**src/dbm_pkg.sv**
```systemverilog
// constants shared by the debug block-memory command executor
package dbm_pkg;
    localparam int          LINK_BITS   = 17;
    localparam logic [4:0]  LAST_BIT    = 5'h10;
    localparam int          FIFO_WIDTH  = 16;
    localparam int          FIFO_DEPTH  = 16;

    // command word fields: opcode in 15:8, size in 7:4, zero in 3:0
    localparam logic [7:0]  OP_WRITE    = 8'h18;
    localparam logic [7:0]  OP_READ     = 8'h19;
    localparam logic [7:0]  OP_FILL     = 8'h1C;
    localparam logic [7:0]  OP_DUMP     = 8'h1D;
    localparam logic [7:0]  OP_RESUME   = 8'h0C;
    localparam logic [7:0]  OP_NOP      = 8'h00;
    localparam logic [3:0]  SZ_BYTE     = 4'h0;
    localparam logic [3:0]  SZ_WORD     = 4'h4;
    localparam logic [3:0]  SZ_LONG     = 4'h8;
    localparam logic [3:0]  LOW_ZERO    = 4'h0;

    // encoded access size on the core bus
    localparam logic [1:0]  ACC_BYTE    = 2'h0;
    localparam logic [1:0]  ACC_WORD    = 2'h1;
    localparam logic [1:0]  ACC_LONG    = 2'h2;

    // responses: status flag in bit 16, data in 15:0
    localparam logic [16:0] RSP_DONE    = 17'h0FFFF;
    localparam logic [16:0] RSP_BUS_FAULT_RESPONSE    = 17'h10001;
    localparam logic [16:0] RSP_NREADY  = 17'h10000;
    localparam logic [16:0] RSP_ILLEGAL = 17'h1FFFF;

    typedef enum logic [6:0] {
        ST_IDLE = 7'h01,
        ST_AHI  = 7'h02,
        ST_ALO  = 7'h04,
        ST_DHI  = 7'h08,
        ST_DLO  = 7'h10,
        ST_BUS  = 7'h20,
        ST_RLO  = 7'h40
    } dbm_state_t;
endpackage

```
**src/dbm_fifo.sv**
```systemverilog
// word fifo between the serial receiver and the command engine
`timescale 1ns/1ps
module dbm_fifo #(
    parameter int WIDTH = 16,
    parameter int DEPTH = 16
) (
    input  wire logic             clk,
    input  wire logic             srst,
    input  wire logic             in_valid,
    output logic                  in_ready,
    input  wire logic [WIDTH-1:0] in_data,
    output logic                  out_valid,
    input  wire logic             out_ready,
    output logic      [WIDTH-1:0] out_data
);
    localparam int AW = $clog2(DEPTH);

    typedef struct packed {
        logic [DEPTH-1:0][WIDTH-1:0] mem;
        logic [AW-1:0]               wr;
        logic [AW-1:0]               rd;
        logic [AW:0]                 cnt;
    } dbm_fifo_state_t;

    dbm_fifo_state_t s;
    dbm_fifo_state_t next_s;
    logic            push;
    logic            pop;

    assign in_ready  = (s.cnt != DEPTH[AW:0]);
    assign out_valid = (s.cnt != '0);
    assign out_data  = s.mem[s.rd];
    assign push      = in_valid && in_ready;
    assign pop       = out_valid && out_ready;

    always_comb begin
        next_s = s;
        if (push) begin
            next_s.mem[s.wr] = in_data;
            next_s.wr        = s.wr + 1'b1;
        end
        if (pop) begin
            next_s.rd = s.rd + 1'b1;
        end
        next_s.cnt = s.cnt + {{AW{1'b0}}, push} - {{AW{1'b0}}, pop};
    end

    always_ff @(posedge clk) begin
        if (srst) begin
            s <= '0;
        end else begin
            s <= next_s;
        end
    end
endmodule

```
**src/dbm_engine.sv**
```systemverilog
// debug port command executor: memory write tail, block read/write, resume
`timescale 1ns/1ps
// Functional notes
// - write answers done, or bus error flagged
// - block read only after nop, read, block read
// - read stores address plus size; block read advances
// - block read uses stored address unchecked
// - nop keeps stored block address
// - size decoded afresh every block command
// - block read word 0x1 0xD size 0x0
// - block read result packing; bus error flagged
// - block write only after nop, write, block write
// - write stores address plus size; block write advances
// - block write word 0x1 0xC size 0x0
// - block write answers done or bus error
// - resume flushes pipeline, restarts at pc
// - resume uses registers changed while halted
// - resume ignored when core not halted
// - resume answers done on next shift
// - transfers during memory access get not ready
// - status flag set on illegal, busy, fault
// - word and longword addresses forced aligned
// - nop only answers done on next shift
module dbm_engine
    import dbm_pkg::*;
(
    input  wire logic        CLK,
    input  wire logic        SRST,
    input  wire logic        LINK_CLK,
    input  wire logic        LINK_IN,
    output logic             LINK_OUT,
    input  wire logic        CPU_HALTED,
    output logic             CORE_RESUME,
    output logic             MEM_REQ,
    output logic             MEM_WRITE,
    output logic [1:0]       MEM_SIZE,
    output logic [31:0]      MEM_ADDR,
    output logic [31:0]      MEM_WDATA,
    input  wire logic [31:0] MEM_RDATA,
    input  wire logic        MEM_ACK,
    input  wire logic        MEM_FAULT
);
    typedef struct packed {
        logic        lclk_s1;
        logic        lclk_s2;
        logic        lclk_s3;
        logic        din_s1;
        logic        din_s2;
        logic [4:0]  bit_cnt;
        logic [15:0] rx_shift;
        logic [15:0] rx_hold;
        logic        rx_hold_v;
        logic [16:0] tx_shift;
        logic [16:0] tx_word;
        logic [15:0] res_lo;
        dbm_state_t  state;
        logic        cmd_write;
        logic        cmd_block;
        logic [1:0]  size;
        logic [31:0] addr;
        logic [31:0] data;
        logic [31:0] blk_addr;
        logic        rd_ok;
        logic        wr_ok;
        logic        resume;
        logic        lo_sent;
    } dbm_state_s_t;

    dbm_state_s_t s;
    dbm_state_s_t next_s;
    logic         fifo_in_ready;
    logic         fifo_out_valid;
    logic         fifo_out_ready;
    logic [15:0]  fifo_out_data;
    logic         link_rise;
    logic         tx_taken;
    logic         cmd_pop;
    logic         size_ok;
    logic [1:0]   size_enc;

    // size nibble to bus size; anything else is not a legal size
    function automatic logic [2:0] decode_size(input logic [3:0] nib);
        case (nib)
            SZ_BYTE: decode_size = {1'b1, ACC_BYTE};
            SZ_WORD: decode_size = {1'b1, ACC_WORD};
            SZ_LONG: decode_size = {1'b1, ACC_LONG};
            default: decode_size = {1'b0, ACC_BYTE};
        endcase
    endfunction

    function automatic logic [31:0] align(input logic [31:0] a, input logic [1:0] sz);
        case (sz)
            ACC_WORD: align = {a[31:1], 1'b0};
            ACC_LONG: align = {a[31:2], 2'b00};
            default:  align = a;
        endcase
    endfunction

    function automatic logic [31:0] step(input logic [1:0] sz);
        case (sz)
            ACC_WORD: step = 32'h0000_0002;
            ACC_LONG: step = 32'h0000_0004;
            default:  step = 32'h0000_0001;
        endcase
    endfunction

    function automatic logic is_cmd(input logic [15:0] w, input logic [7:0] op);
        is_cmd = (w[15:8] == op) && (w[3:0] == LOW_ZERO);
    endfunction

    dbm_fifo #(
        .WIDTH (FIFO_WIDTH),
        .DEPTH (FIFO_DEPTH)
    ) u_fifo (
        .clk       (CLK),
        .srst      (SRST),
        .in_valid  (s.rx_hold_v),
        .in_ready  (fifo_in_ready),
        .in_data   (s.rx_hold),
        .out_valid (fifo_out_valid),
        .out_ready (fifo_out_ready),
        .out_data  (fifo_out_data)
    );

    assign link_rise      = s.lclk_s2 && !s.lclk_s3;
    assign tx_taken       = link_rise && (s.bit_cnt == '0);
    assign fifo_out_ready = (s.state == ST_IDLE) || (s.state == ST_AHI) ||
                            (s.state == ST_ALO) || (s.state == ST_DHI) ||
                            (s.state == ST_DLO) || (s.state == ST_RLO && s.lo_sent);
    assign cmd_pop        = fifo_out_valid && (s.state == ST_IDLE);
    assign {size_ok, size_enc} = decode_size(fifo_out_data[7:4]);

    assign LINK_OUT    = s.tx_shift[16];
    assign CORE_RESUME = s.resume;
    assign MEM_REQ     = (s.state == ST_BUS);
    assign MEM_WRITE   = s.cmd_write;
    assign MEM_SIZE    = s.size;
    assign MEM_ADDR    = s.addr;
    assign MEM_WDATA   = s.data;

    always_comb begin
        next_s         = s;
        next_s.lclk_s1 = LINK_CLK;
        next_s.lclk_s2 = s.lclk_s1;
        next_s.lclk_s3 = s.lclk_s2;
        next_s.din_s1  = LINK_IN;
        next_s.din_s2  = s.din_s1;
        next_s.resume  = 1'b0;

        // receiver: 17 bits a frame, the low 16 are the word
        if (s.rx_hold_v && fifo_in_ready) begin
            next_s.rx_hold_v = 1'b0;
        end
        if (link_rise) begin
            next_s.rx_shift = {s.rx_shift[14:0], s.din_s2};
            next_s.tx_shift = {s.tx_shift[15:0], 1'b0};
            if (s.bit_cnt == LAST_BIT) begin
                next_s.bit_cnt   = '0;
                next_s.rx_hold   = {s.rx_shift[14:0], s.din_s2};
                next_s.rx_hold_v = 1'b1;
            end else begin
                next_s.bit_cnt = s.bit_cnt + 5'h01;
            end
        end else if (s.bit_cnt == '0) begin
            next_s.tx_shift = s.tx_word;
        end
        // a response is sent once; later frames see not ready until replaced
        if (tx_taken) begin
            next_s.tx_word = RSP_NREADY;
        end

        case (s.state)
            ST_IDLE: begin
                if (cmd_pop) begin
                    next_s.size = size_enc;
                    next_s.rd_ok = 1'b0;
                    next_s.wr_ok = 1'b0;
                    if (fifo_out_data == {OP_NOP, 8'h00}) begin
                        next_s.rd_ok   = s.rd_ok;
                        next_s.wr_ok   = s.wr_ok;
                        next_s.tx_word = RSP_DONE;
                    end else if (fifo_out_data == {OP_RESUME, 8'h00}) begin
                        next_s.resume  = CPU_HALTED;
                        next_s.tx_word = RSP_DONE;
                    end else if (size_ok && (is_cmd(fifo_out_data, OP_READ) ||
                                             is_cmd(fifo_out_data, OP_WRITE))) begin
                        next_s.cmd_write = fifo_out_data[8] == OP_WRITE[0];
                        next_s.cmd_block = 1'b0;
                        next_s.state     = ST_AHI;
                    end else if (size_ok && is_cmd(fifo_out_data, OP_DUMP) && s.rd_ok) begin
                        next_s.cmd_write = 1'b0;
                        next_s.cmd_block = 1'b1;
                        next_s.rd_ok     = 1'b1;
                        next_s.addr      = align(s.blk_addr, size_enc);
                        next_s.state     = ST_BUS;
                    end else if (size_ok && is_cmd(fifo_out_data, OP_FILL) && s.wr_ok) begin
                        next_s.cmd_write = 1'b1;
                        next_s.cmd_block = 1'b1;
                        next_s.wr_ok     = 1'b1;
                        next_s.addr      = align(s.blk_addr, size_enc);
                        next_s.state     = (size_enc == ACC_LONG) ? ST_DHI : ST_DLO;
                    end else begin
                        next_s.tx_word = RSP_ILLEGAL;
                    end
                end
            end
            ST_AHI: begin
                if (fifo_out_valid) begin
                    next_s.addr[31:16] = fifo_out_data;
                    next_s.state       = ST_ALO;
                end
            end
            ST_ALO: begin
                if (fifo_out_valid) begin
                    next_s.addr = align({s.addr[31:16], fifo_out_data}, s.size);
                    if (!s.cmd_write) begin
                        next_s.state = ST_BUS;
                    end else if (s.size == ACC_LONG) begin
                        next_s.state = ST_DHI;
                    end else begin
                        next_s.state = ST_DLO;
                    end
                end
            end
            ST_DHI: begin
                if (fifo_out_valid) begin
                    next_s.data[31:16] = fifo_out_data;
                    next_s.state       = ST_DLO;
                end
            end
            ST_DLO: begin
                if (fifo_out_valid) begin
                    // byte data sits right-justified in the low byte
                    case (s.size)
                        ACC_BYTE: next_s.data = {24'h000000, fifo_out_data[7:0]};
                        ACC_WORD: next_s.data = {16'h0000, fifo_out_data};
                        default:  next_s.data = {s.data[31:16], fifo_out_data};
                    endcase
                    next_s.state = ST_BUS;
                end
            end
            ST_BUS: begin
                if (MEM_ACK) begin
                    next_s.state = ST_IDLE;
                    if (MEM_FAULT) begin
                        next_s.tx_word = RSP_BUS_FAULT_RESPONSE;
                        next_s.rd_ok   = 1'b0;
                        next_s.wr_ok   = 1'b0;
                    end else begin
                        next_s.blk_addr = s.addr + step(s.size);
                        next_s.rd_ok    = !s.cmd_write;
                        next_s.wr_ok    = s.cmd_write;
                        if (s.cmd_write) begin
                            next_s.tx_word = RSP_DONE;
                        end else begin
                            case (s.size)
                                ACC_BYTE: next_s.tx_word = {1'b0, 8'h00, MEM_RDATA[7:0]};
                                ACC_WORD: next_s.tx_word = {1'b0, MEM_RDATA[15:0]};
                                default:  next_s.tx_word = {1'b0, MEM_RDATA[31:16]};
                            endcase
                            next_s.res_lo = MEM_RDATA[15:0];
                            if (s.size == ACC_LONG) begin
                                next_s.state = ST_RLO;
                            end
                        end
                    end
                end
            end
            ST_RLO: begin
                // low half goes out in the frame after the high half; the word carried with the high half
                // is a filler and is dropped, the next command rides the frame carrying the low half
                if (tx_taken && !s.lo_sent) begin
                    next_s.tx_word = {1'b0, s.res_lo};
                    next_s.lo_sent = 1'b1;
                end
                if (s.lo_sent && fifo_out_valid) begin
                    next_s.lo_sent = 1'b0;
                    next_s.state   = ST_IDLE;
                end
            end
            default: begin
                next_s.state = ST_IDLE;
            end
        endcase
    end

    always_ff @(posedge CLK) begin
        if (SRST) begin
            s          <= '0;
            s.state    <= ST_IDLE;
            s.tx_word  <= RSP_NREADY;
            s.tx_shift <= RSP_NREADY;
        end else begin
            s <= next_s;
        end
    end
endmodule

```
**config.mk**
```make
export PLATFORM = sky130hd
export DESIGN_NAME = dbm_engine
export DESIGN_NICKNAME = d
export VERILOG_FILES = /design/src/dbm_pkg.sv /design/src/dbm_fifo.sv /design/src/dbm_engine.sv
export SDC_FILE = /design/constraint.sdc
export NUM_CORES = 1
export LEC_CHECK = 0
export BUFFER_PORTS_ARGS = -buffer_cell sky130_fd_sc_hd__buf_2
export CORE_MARGIN = 5
export CORE_UTILIZATION = 62
export CTS_CLUSTER_DIAMETER = 60
export DETAILED_ROUTE_END_ITERATION = 8
export HOLD_SLACK_MARGIN = 0.15
export PLACE_DENSITY_LB_ADDON = 0.1
export RECOVER_POWER = 25
export REMOVE_ABC_BUFFERS = 1
export SLEW_MARGIN = 20
export SYNTH_ARGS = -nofsm -noshare
export SYNTH_HDL_FRONTEND = slang
export SYNTH_SLANG_ARGS = --single-unit
```
**constraint.sdc**
```tcl
create_clock -name CLK -period 4.9 [get_ports CLK]
set_clock_uncertainty 0.15 [all_clocks]
set_input_delay 0.98 -clock CLK [delete_from_list [all_inputs] [get_ports CLK]]
set_output_delay 0.98 -clock CLK [all_outputs]
set_load 0.05 [all_outputs]
```
# Yosys cells after proc, flatten, opt, wreduce, memory -nomap -nowiden
# Index checks and enable logic that the tools add are counted.
dict set report classes {
  n_bitwise 8
  n_eq_ne 33
  add_sub_neg 6
  n_reduce_logical 54
  mux 75
  n_lt_le_gt_ge 3
}
# cell n
set op_table {}
lappend op_table {{32-bit 2-to-1 mux} 9}
lappend op_table {{256-bit bitwise mux} 1}
lappend op_table {{17-bit 2-to-1 mux} 11}
lappend op_table {{16-bit one-hot mux with 2 select lines} 3}
lappend op_table {{16-bit 2-to-1 mux} 5}
lappend op_table {{16-bit binary-select mux with 4-bit select} 1}
lappend op_table {{16-bit demux with 4-bit select} 1}
lappend op_table {{32-bit one-hot mux with 2 select lines} 1}
lappend op_table {{17-bit one-hot mux with 3 select lines} 1}
lappend op_table {{7-bit 2-to-1 mux} 7}
lappend op_table {{7-bit one-hot mux with 7 select lines} 1}
lappend op_table {{16-bit one-hot mux with 3 select lines} 1}
lappend op_table {{23-bit 2-to-1 mux} 2}
lappend op_table {{9-bit 2-to-1 mux} 5}
lappend op_table {{43-bit 2-to-1 mux} 1}
lappend op_table {{40-bit 2-to-1 mux} 1}
lappend op_table {{32-bit adder} 1}
lappend op_table {{8-bit by 5-bit == test with 1-bit output, second input constant} 4}
lappend op_table {{1-bit logical AND} 18}
lappend op_table {{16-bit by 12-bit == test with 1-bit output, second input constant} 1}
lappend op_table {{16-bit zero test} 1}
lappend op_table {{2-bit inequality test, second input constant} 8}
lappend op_table {{5-bit 2-to-1 mux} 3}
lappend op_table {{2-bit one-hot mux with 2 select lines} 3}
lappend op_table {{other kinds (45)} 89}
dict set report totals {
  elab_cells 224
  output_inout_bits 70
  reg_bits 472
  inputBits 39
}

# Depth between registers and ports, before layout
dict set report logic_depth {
  depth_word 13
  depth_mapped 16
  mapped_depth_nobuf 13
}

# Cells and area by module
# A second synthesis with hierarchy kept.
dict set report hier_totals {
  cells_unflattened 2385
  area_unflattened_um2 22316.4
}
# module seq_area_each_um2 n_inst area_per_inst_um2 cells_per_inst
set modules_own_cells {}
lappend modules_own_cells {dbm_fifo 5385.2 1 11967.7 1158}
lappend modules_own_cells {dbm_engine 4043.9 1 10348.7 1227}

# Worst setup path after synthesis
# Ideal clock, no wire load.
dict set report synth_path {
  kind {register -> register}
  from {register u_fifo.s[7] in the netlist's numbering}
  to {register s, in the netlist MEM_ADDR[0]}
  setup_time_ns 0.123
  synth_period_minus_slack_ns 3.682
  path_buffers 3
  slack_ns 1.218
  t_arrival_ns 3.409
  required_time_ns 4.627
  stages_incl_launch_ff 14
  cell_sequence {dfxtp_1 buf_2 buf_2 buf_1 mux4_2 a22oi_2 nand4_2 nor3_1 inv_1 ha_1 o21a_1 nor4_4 o21ai_1 mux2_1}
}
dict set report synth_between {
  elab_chain_len 13
  elab_cells_between_ends 40
  classes_between {13 x eq/ne; 13 x mux; 14 x reduce/logical}
}
# item line_no
set synth_lines {}
lappend synth_lines {{start, declared} dbm_fifo.sv:25} ;# dbm_fifo_state_t s;
lappend synth_lines {{start signal, assigned} dbm_fifo.sv:52} ;# s <= next_s;
lappend synth_lines {{16-bit binary-select mux with 4-bit select *} dbm_fifo.sv:32} ;# assign out_data = s.mem[s.rd];
lappend synth_lines {{16-bit 2-to-1 mux (not written as such) *} dbm_fifo.sv:32}
lappend synth_lines {{4-bit == test (tied with other cells)} dbm_engine.sv:83} ;# case (nib)
lappend synth_lines {{3-bit one-hot mux with 3 select lines} dbm_engine.sv:83}
lappend synth_lines {{2-bit == test / 2-bit by 1-bit == test with 1-bit output (equally long branches)} dbm_engine.sv:92} ;# case (sz)
lappend synth_lines {{2-bit one-hot mux with 2 select lines} dbm_engine.sv:92}
lappend synth_lines {{32-bit 2-to-1 mux} dbm_engine.sv:196} ;# end else if (size_ok && is_cmd(fifo_out_data, OP_FILL) && s.wr_ok) begin
lappend synth_lines {{32-bit 2-to-1 mux} dbm_engine.sv:190} ;# end else if (size_ok && is_cmd(fifo_out_data, OP_DUMP) && s.rd_ok) begin
lappend synth_lines {{32-bit 2-to-1 mux} dbm_engine.sv:185} ;# end else if (size_ok && (is_cmd(fifo_out_data, OP_READ) ||
lappend synth_lines {{32-bit 2-to-1 mux} dbm_engine.sv:182} ;# end else if (fifo_out_data == {OP_RESUME, 8'h00}) begin
lappend synth_lines {{32-bit 2-to-1 mux} dbm_engine.sv:178} ;# if (fifo_out_data == {OP_NOP, 8'h00}) begin
lappend synth_lines {{43-bit 2-to-1 mux} dbm_engine.sv:174} ;# if (cmd_pop) begin
lappend synth_lines {{16-bit one-hot mux with 2 select lines} dbm_engine.sv:172} ;# case (s.state)
lappend synth_lines {{end signal, assigned} dbm_engine.sv:294} ;# s <= next_s;
lappend synth_lines {{end, declared} dbm_engine.sv:69} ;# dbm_state_s_t s;
# Mark *: on every way between the ends. The rest lies on a longest branch, timed or not. The select of a mux whose other input is x is not followed.
# A chain may end at the register's enable or synchronous reset.

# Worst setup path in the final report
dict set report layout_path {
  from {input SRST}
  to {register u_fifo.s[249] in the netlist's numbering}
}
# item line_no
set layout_rtl {}
lappend layout_rtl {{start, declared} dbm_engine.sv:28} ;# input wire logic SRST,
# No word-level cell between the ends.

==> results_dict.tcl <==
set metrics [dict create \
    yosysWarnings 0 \
    rows 68 \
    ir_worst_vdd_v 0.0003230 \
    ys.flop_type "dfxtp_1" \
    cts_tree "built" \
    numCtsBuffers 49 \
    drive_gt1_frac 0.09781 \
    yosysTopAreaCell "dfxtp_1" \
    crit_chain "clkbuf_2 > clkbuf_2 > clkbuf_4 > a21oi_1" \
    grt_max_degree 104 \
    grt_util_all_layers 0.3204 \
    place_congestion 0.9371 \
    final_nets 2673 \
    max_cap_viol_count 2 \
    fin_crit_ns 4.591 \
    postCtsHoldBufs 0 \
    clock-root-buffer "clkbuf_16" \
    vias 19600 \
    hpwl_mm 41.84 \
    drc 0 \
    clock_path_buffers 3 \
    synth_cells 2665 \
    portBuffers 108 \
    holdWs_ns 0.2826 \
    p_leak_nw 7.790 \
    cts_setup_buffers 0 \
    postSynthAreaPerCell_um2 8.164 \
    synthArstFlopShare 0 \
    viasPerCell 6.317 \
    cp_max_fo 103 \
    max_freq_ghz 0.2178 \
    yosysUniqueCellTypes 70 \
    layoutNonFillerInstCount 3103 \
    yosys-top-cells-area "dfxtp_1 (43%), nand2_1 (12%), a21oi_1 (8.7%)" \
    tns_ns 0 \
    die_height_um 197.3 \
    fin_crit_sh 0.9369 \
    wl_per_cell_um 20.82 \
    synth_seq_cells 471 \
    cp_data_required_time_ns 5.20 \
    rsz0062_at_grt "no" \
    diodes 0 \
    initial_utilization 0.6283 \
    cp_data_arrival_time_ns 4.89 \
    cts_resized 0 \
    worstSetupEndpoint "u_fifo.s[249]" \
    r2r_cells 11 \
    wirelength_mm 64.60 \
    syn_area_um2 21760 \
    grt_pass1_vias 18380 \
    dieArea_um2 38940 \
    grt_first_pass_wirelength_mm 100.7 \
    crit_type "input port to register" \
    timing.slew.headroom -0.4505 \
    worst-r2r-setup-slack_ns 0.36 \
    p_per_area_nw_per_um2 429.0 \
    startpoint_type "input port" \
    rr_startpoint "u_fifo.s[6]" \
    fp.dieW_um 197.3 \
    critPathSlowestCell "clkbuf_2" \
    status "complete, but fails checks" \
    antenna_found_initial 0 \
    clock_latency_ns 0.59 \
    synth_edf_count 0 \
    clkSinkCount 471 \
    coreArea_um2 34630 \
    holdCritPathClass "register to register" \
    slowest_delay_ns 1.76 \
    grt-ovfl-total 0 \
    placed_cells 3014 \
    cp_common_cell "clkbuf_2" \
    drv_slew 180 \
    synth_top_area_share 0.4334 \
    worst_setup_path_end_kind "register" \
    ant_nets 0 \
    startpoint "SRST" \
    hold_depth 1 \
    area_growth_syn_to_layout_pct 8.879 \
    r2r-end "s[129]" \
    tightest_slew_ns 2.176 \
    setup_viol 0 \
    drtIter0Drc 2057 \
    firstDrtPassIters 7 \
    path_clk_slew_ns 0.06 \
    violations "capacitance limit, slew limit" \
    ios 109 \
    final_hold_viol_count 0 \
    ys_seq_area_frac 0.4334 \
    htree_levels 2 \
]
critical path: cells and delay by family:
| kind | cells | cell delay, ns |
|---|---|---|
| compound gates | 1 | 0.09 |
| buf+inv | 3 | 3.74 |
power breakdown:
group	switching [W]	internal, W
registers	0.000185	0.00397
clock network	0.00155	0.00243
logic	0.00128	0.000749
synthesized netlist by cell type (3+ instances only):
cell type	n
and4_1	6
buf_1	12
dfxtp_1	471
nor2b_1	20
o21a_1	3
nor3_1	23
mux4_2	44
a21oi_1	378
nand4b_1	5
a21o_1	3
nand2_1	715
or2_2	16
nand3b_1	3
a32oi_1	17
xnor2_1	21
ha_1	22
buf_2	10
a22oi_1	52
nor3b_1	9
inv_1	32
and3_1	5
or3_1	8
o211ai_1	5
a31oi_1	14
o21ai_0	30
nor4b_1	3
a221o_1	3
clkbuf_1	174
mux2i_1	81
o22ai_1	12
nor2_1	150
and2_1	3
a211oi_1	63
nand2b_1	7
buf_6	9
xor2_1	22
nand4_1	16
a221oi_1	37
a2bb2oi_1	3
o221ai_1	9
o21ai_1	3
nand3_1	40
buf_4	67
a21boi_0	5
kinds of logic after synthesis:
| family | count (synthesis) | synth area share |
|---|---|---|
| fa+ha+maj | 24 | 0.01449 |
| buf+inv | 307 | 0.06872 |
| mux | 126 | 0.08332 |
| flops | 471 | 0.4334 |
| compound gates | 649 | 0.1804 |
| xor+xnor | 43 | 0.01731 |
| simple gates | 1045 | 0.2024 |
how the worst min path moves through the flow:
stage                      startpoint           to  slack, ns
after floorplan           next_s[202]  next_s[201]       0.26
after global placement    next_s[202]  next_s[201]       0.27
after detailed placement  next_s[199]       s[199]       0.27
after CTS                 next_s[199]       s[199]       0.29
after global routing      next_s[199]       s[199]       0.30
final                     next_s[199]       s[199]       0.28
cell type report:
type                    count  area [um^2]
inverters                  34        127.6
clock buffers              74         1463
well taps                 455        569.3
flip-flops and latches    471         9434
fillers                  2903        10940
repair buffers            167        938.4
multi-input cells        1887        10900
clock inverters            15        261.5
placed cells by master (no fill, tap or decap), drive strengths merged, types with 9 or more instances in the layout:
cell and instances:
a211oi 64, a21oi 378, a221oi 37, a22oi 54, a31oi 14, a32oi 17, buf 92, clkbuf 149
dfxtp 471, ha 22, inv 34, mux2i 81, mux4 44, nand2 715, nand3 41, nand4 17
nor2 150, nor2b 20, nor3 23, nor3b 10, o21ai 33, o221ai 9, o22ai 12, or2 16
xnor2 21, xor2 22
through the flow:
stage               setup slack [ns]  utilization  total power, W  instance area, um^2
detailed placement            0.5295       0.6379        0.006213                22090
CTS                           0.4928       0.6877         0.01016                23810
floorplan                     -1.681            -        0.005566                20390
finish                        0.3091       0.6841         0.01016                23690
global route                 0.01360       0.6841         0.01054                23690
global placement              0.7492       0.6378        0.006158                22090
metal layers:
layer  wire length [um]  track usage
met1              25930       0.4214
met2              29750       0.5131
met3               5690      0.06106
met4               3239       0.1500
met5                  0            0
state kept, by name, summed over array words and instances, names as in the netlist:
name / flops
u_fifo.s: 269
s: 130
MEM_ADDR: 32
MEM_WDATA: 32
next_s: 3
MEM_SIZE: 2
CORE_RESUME: 1
LINK_OUT: 1
MEM_WRITE: 1
(Power assumes the default switching activity.)
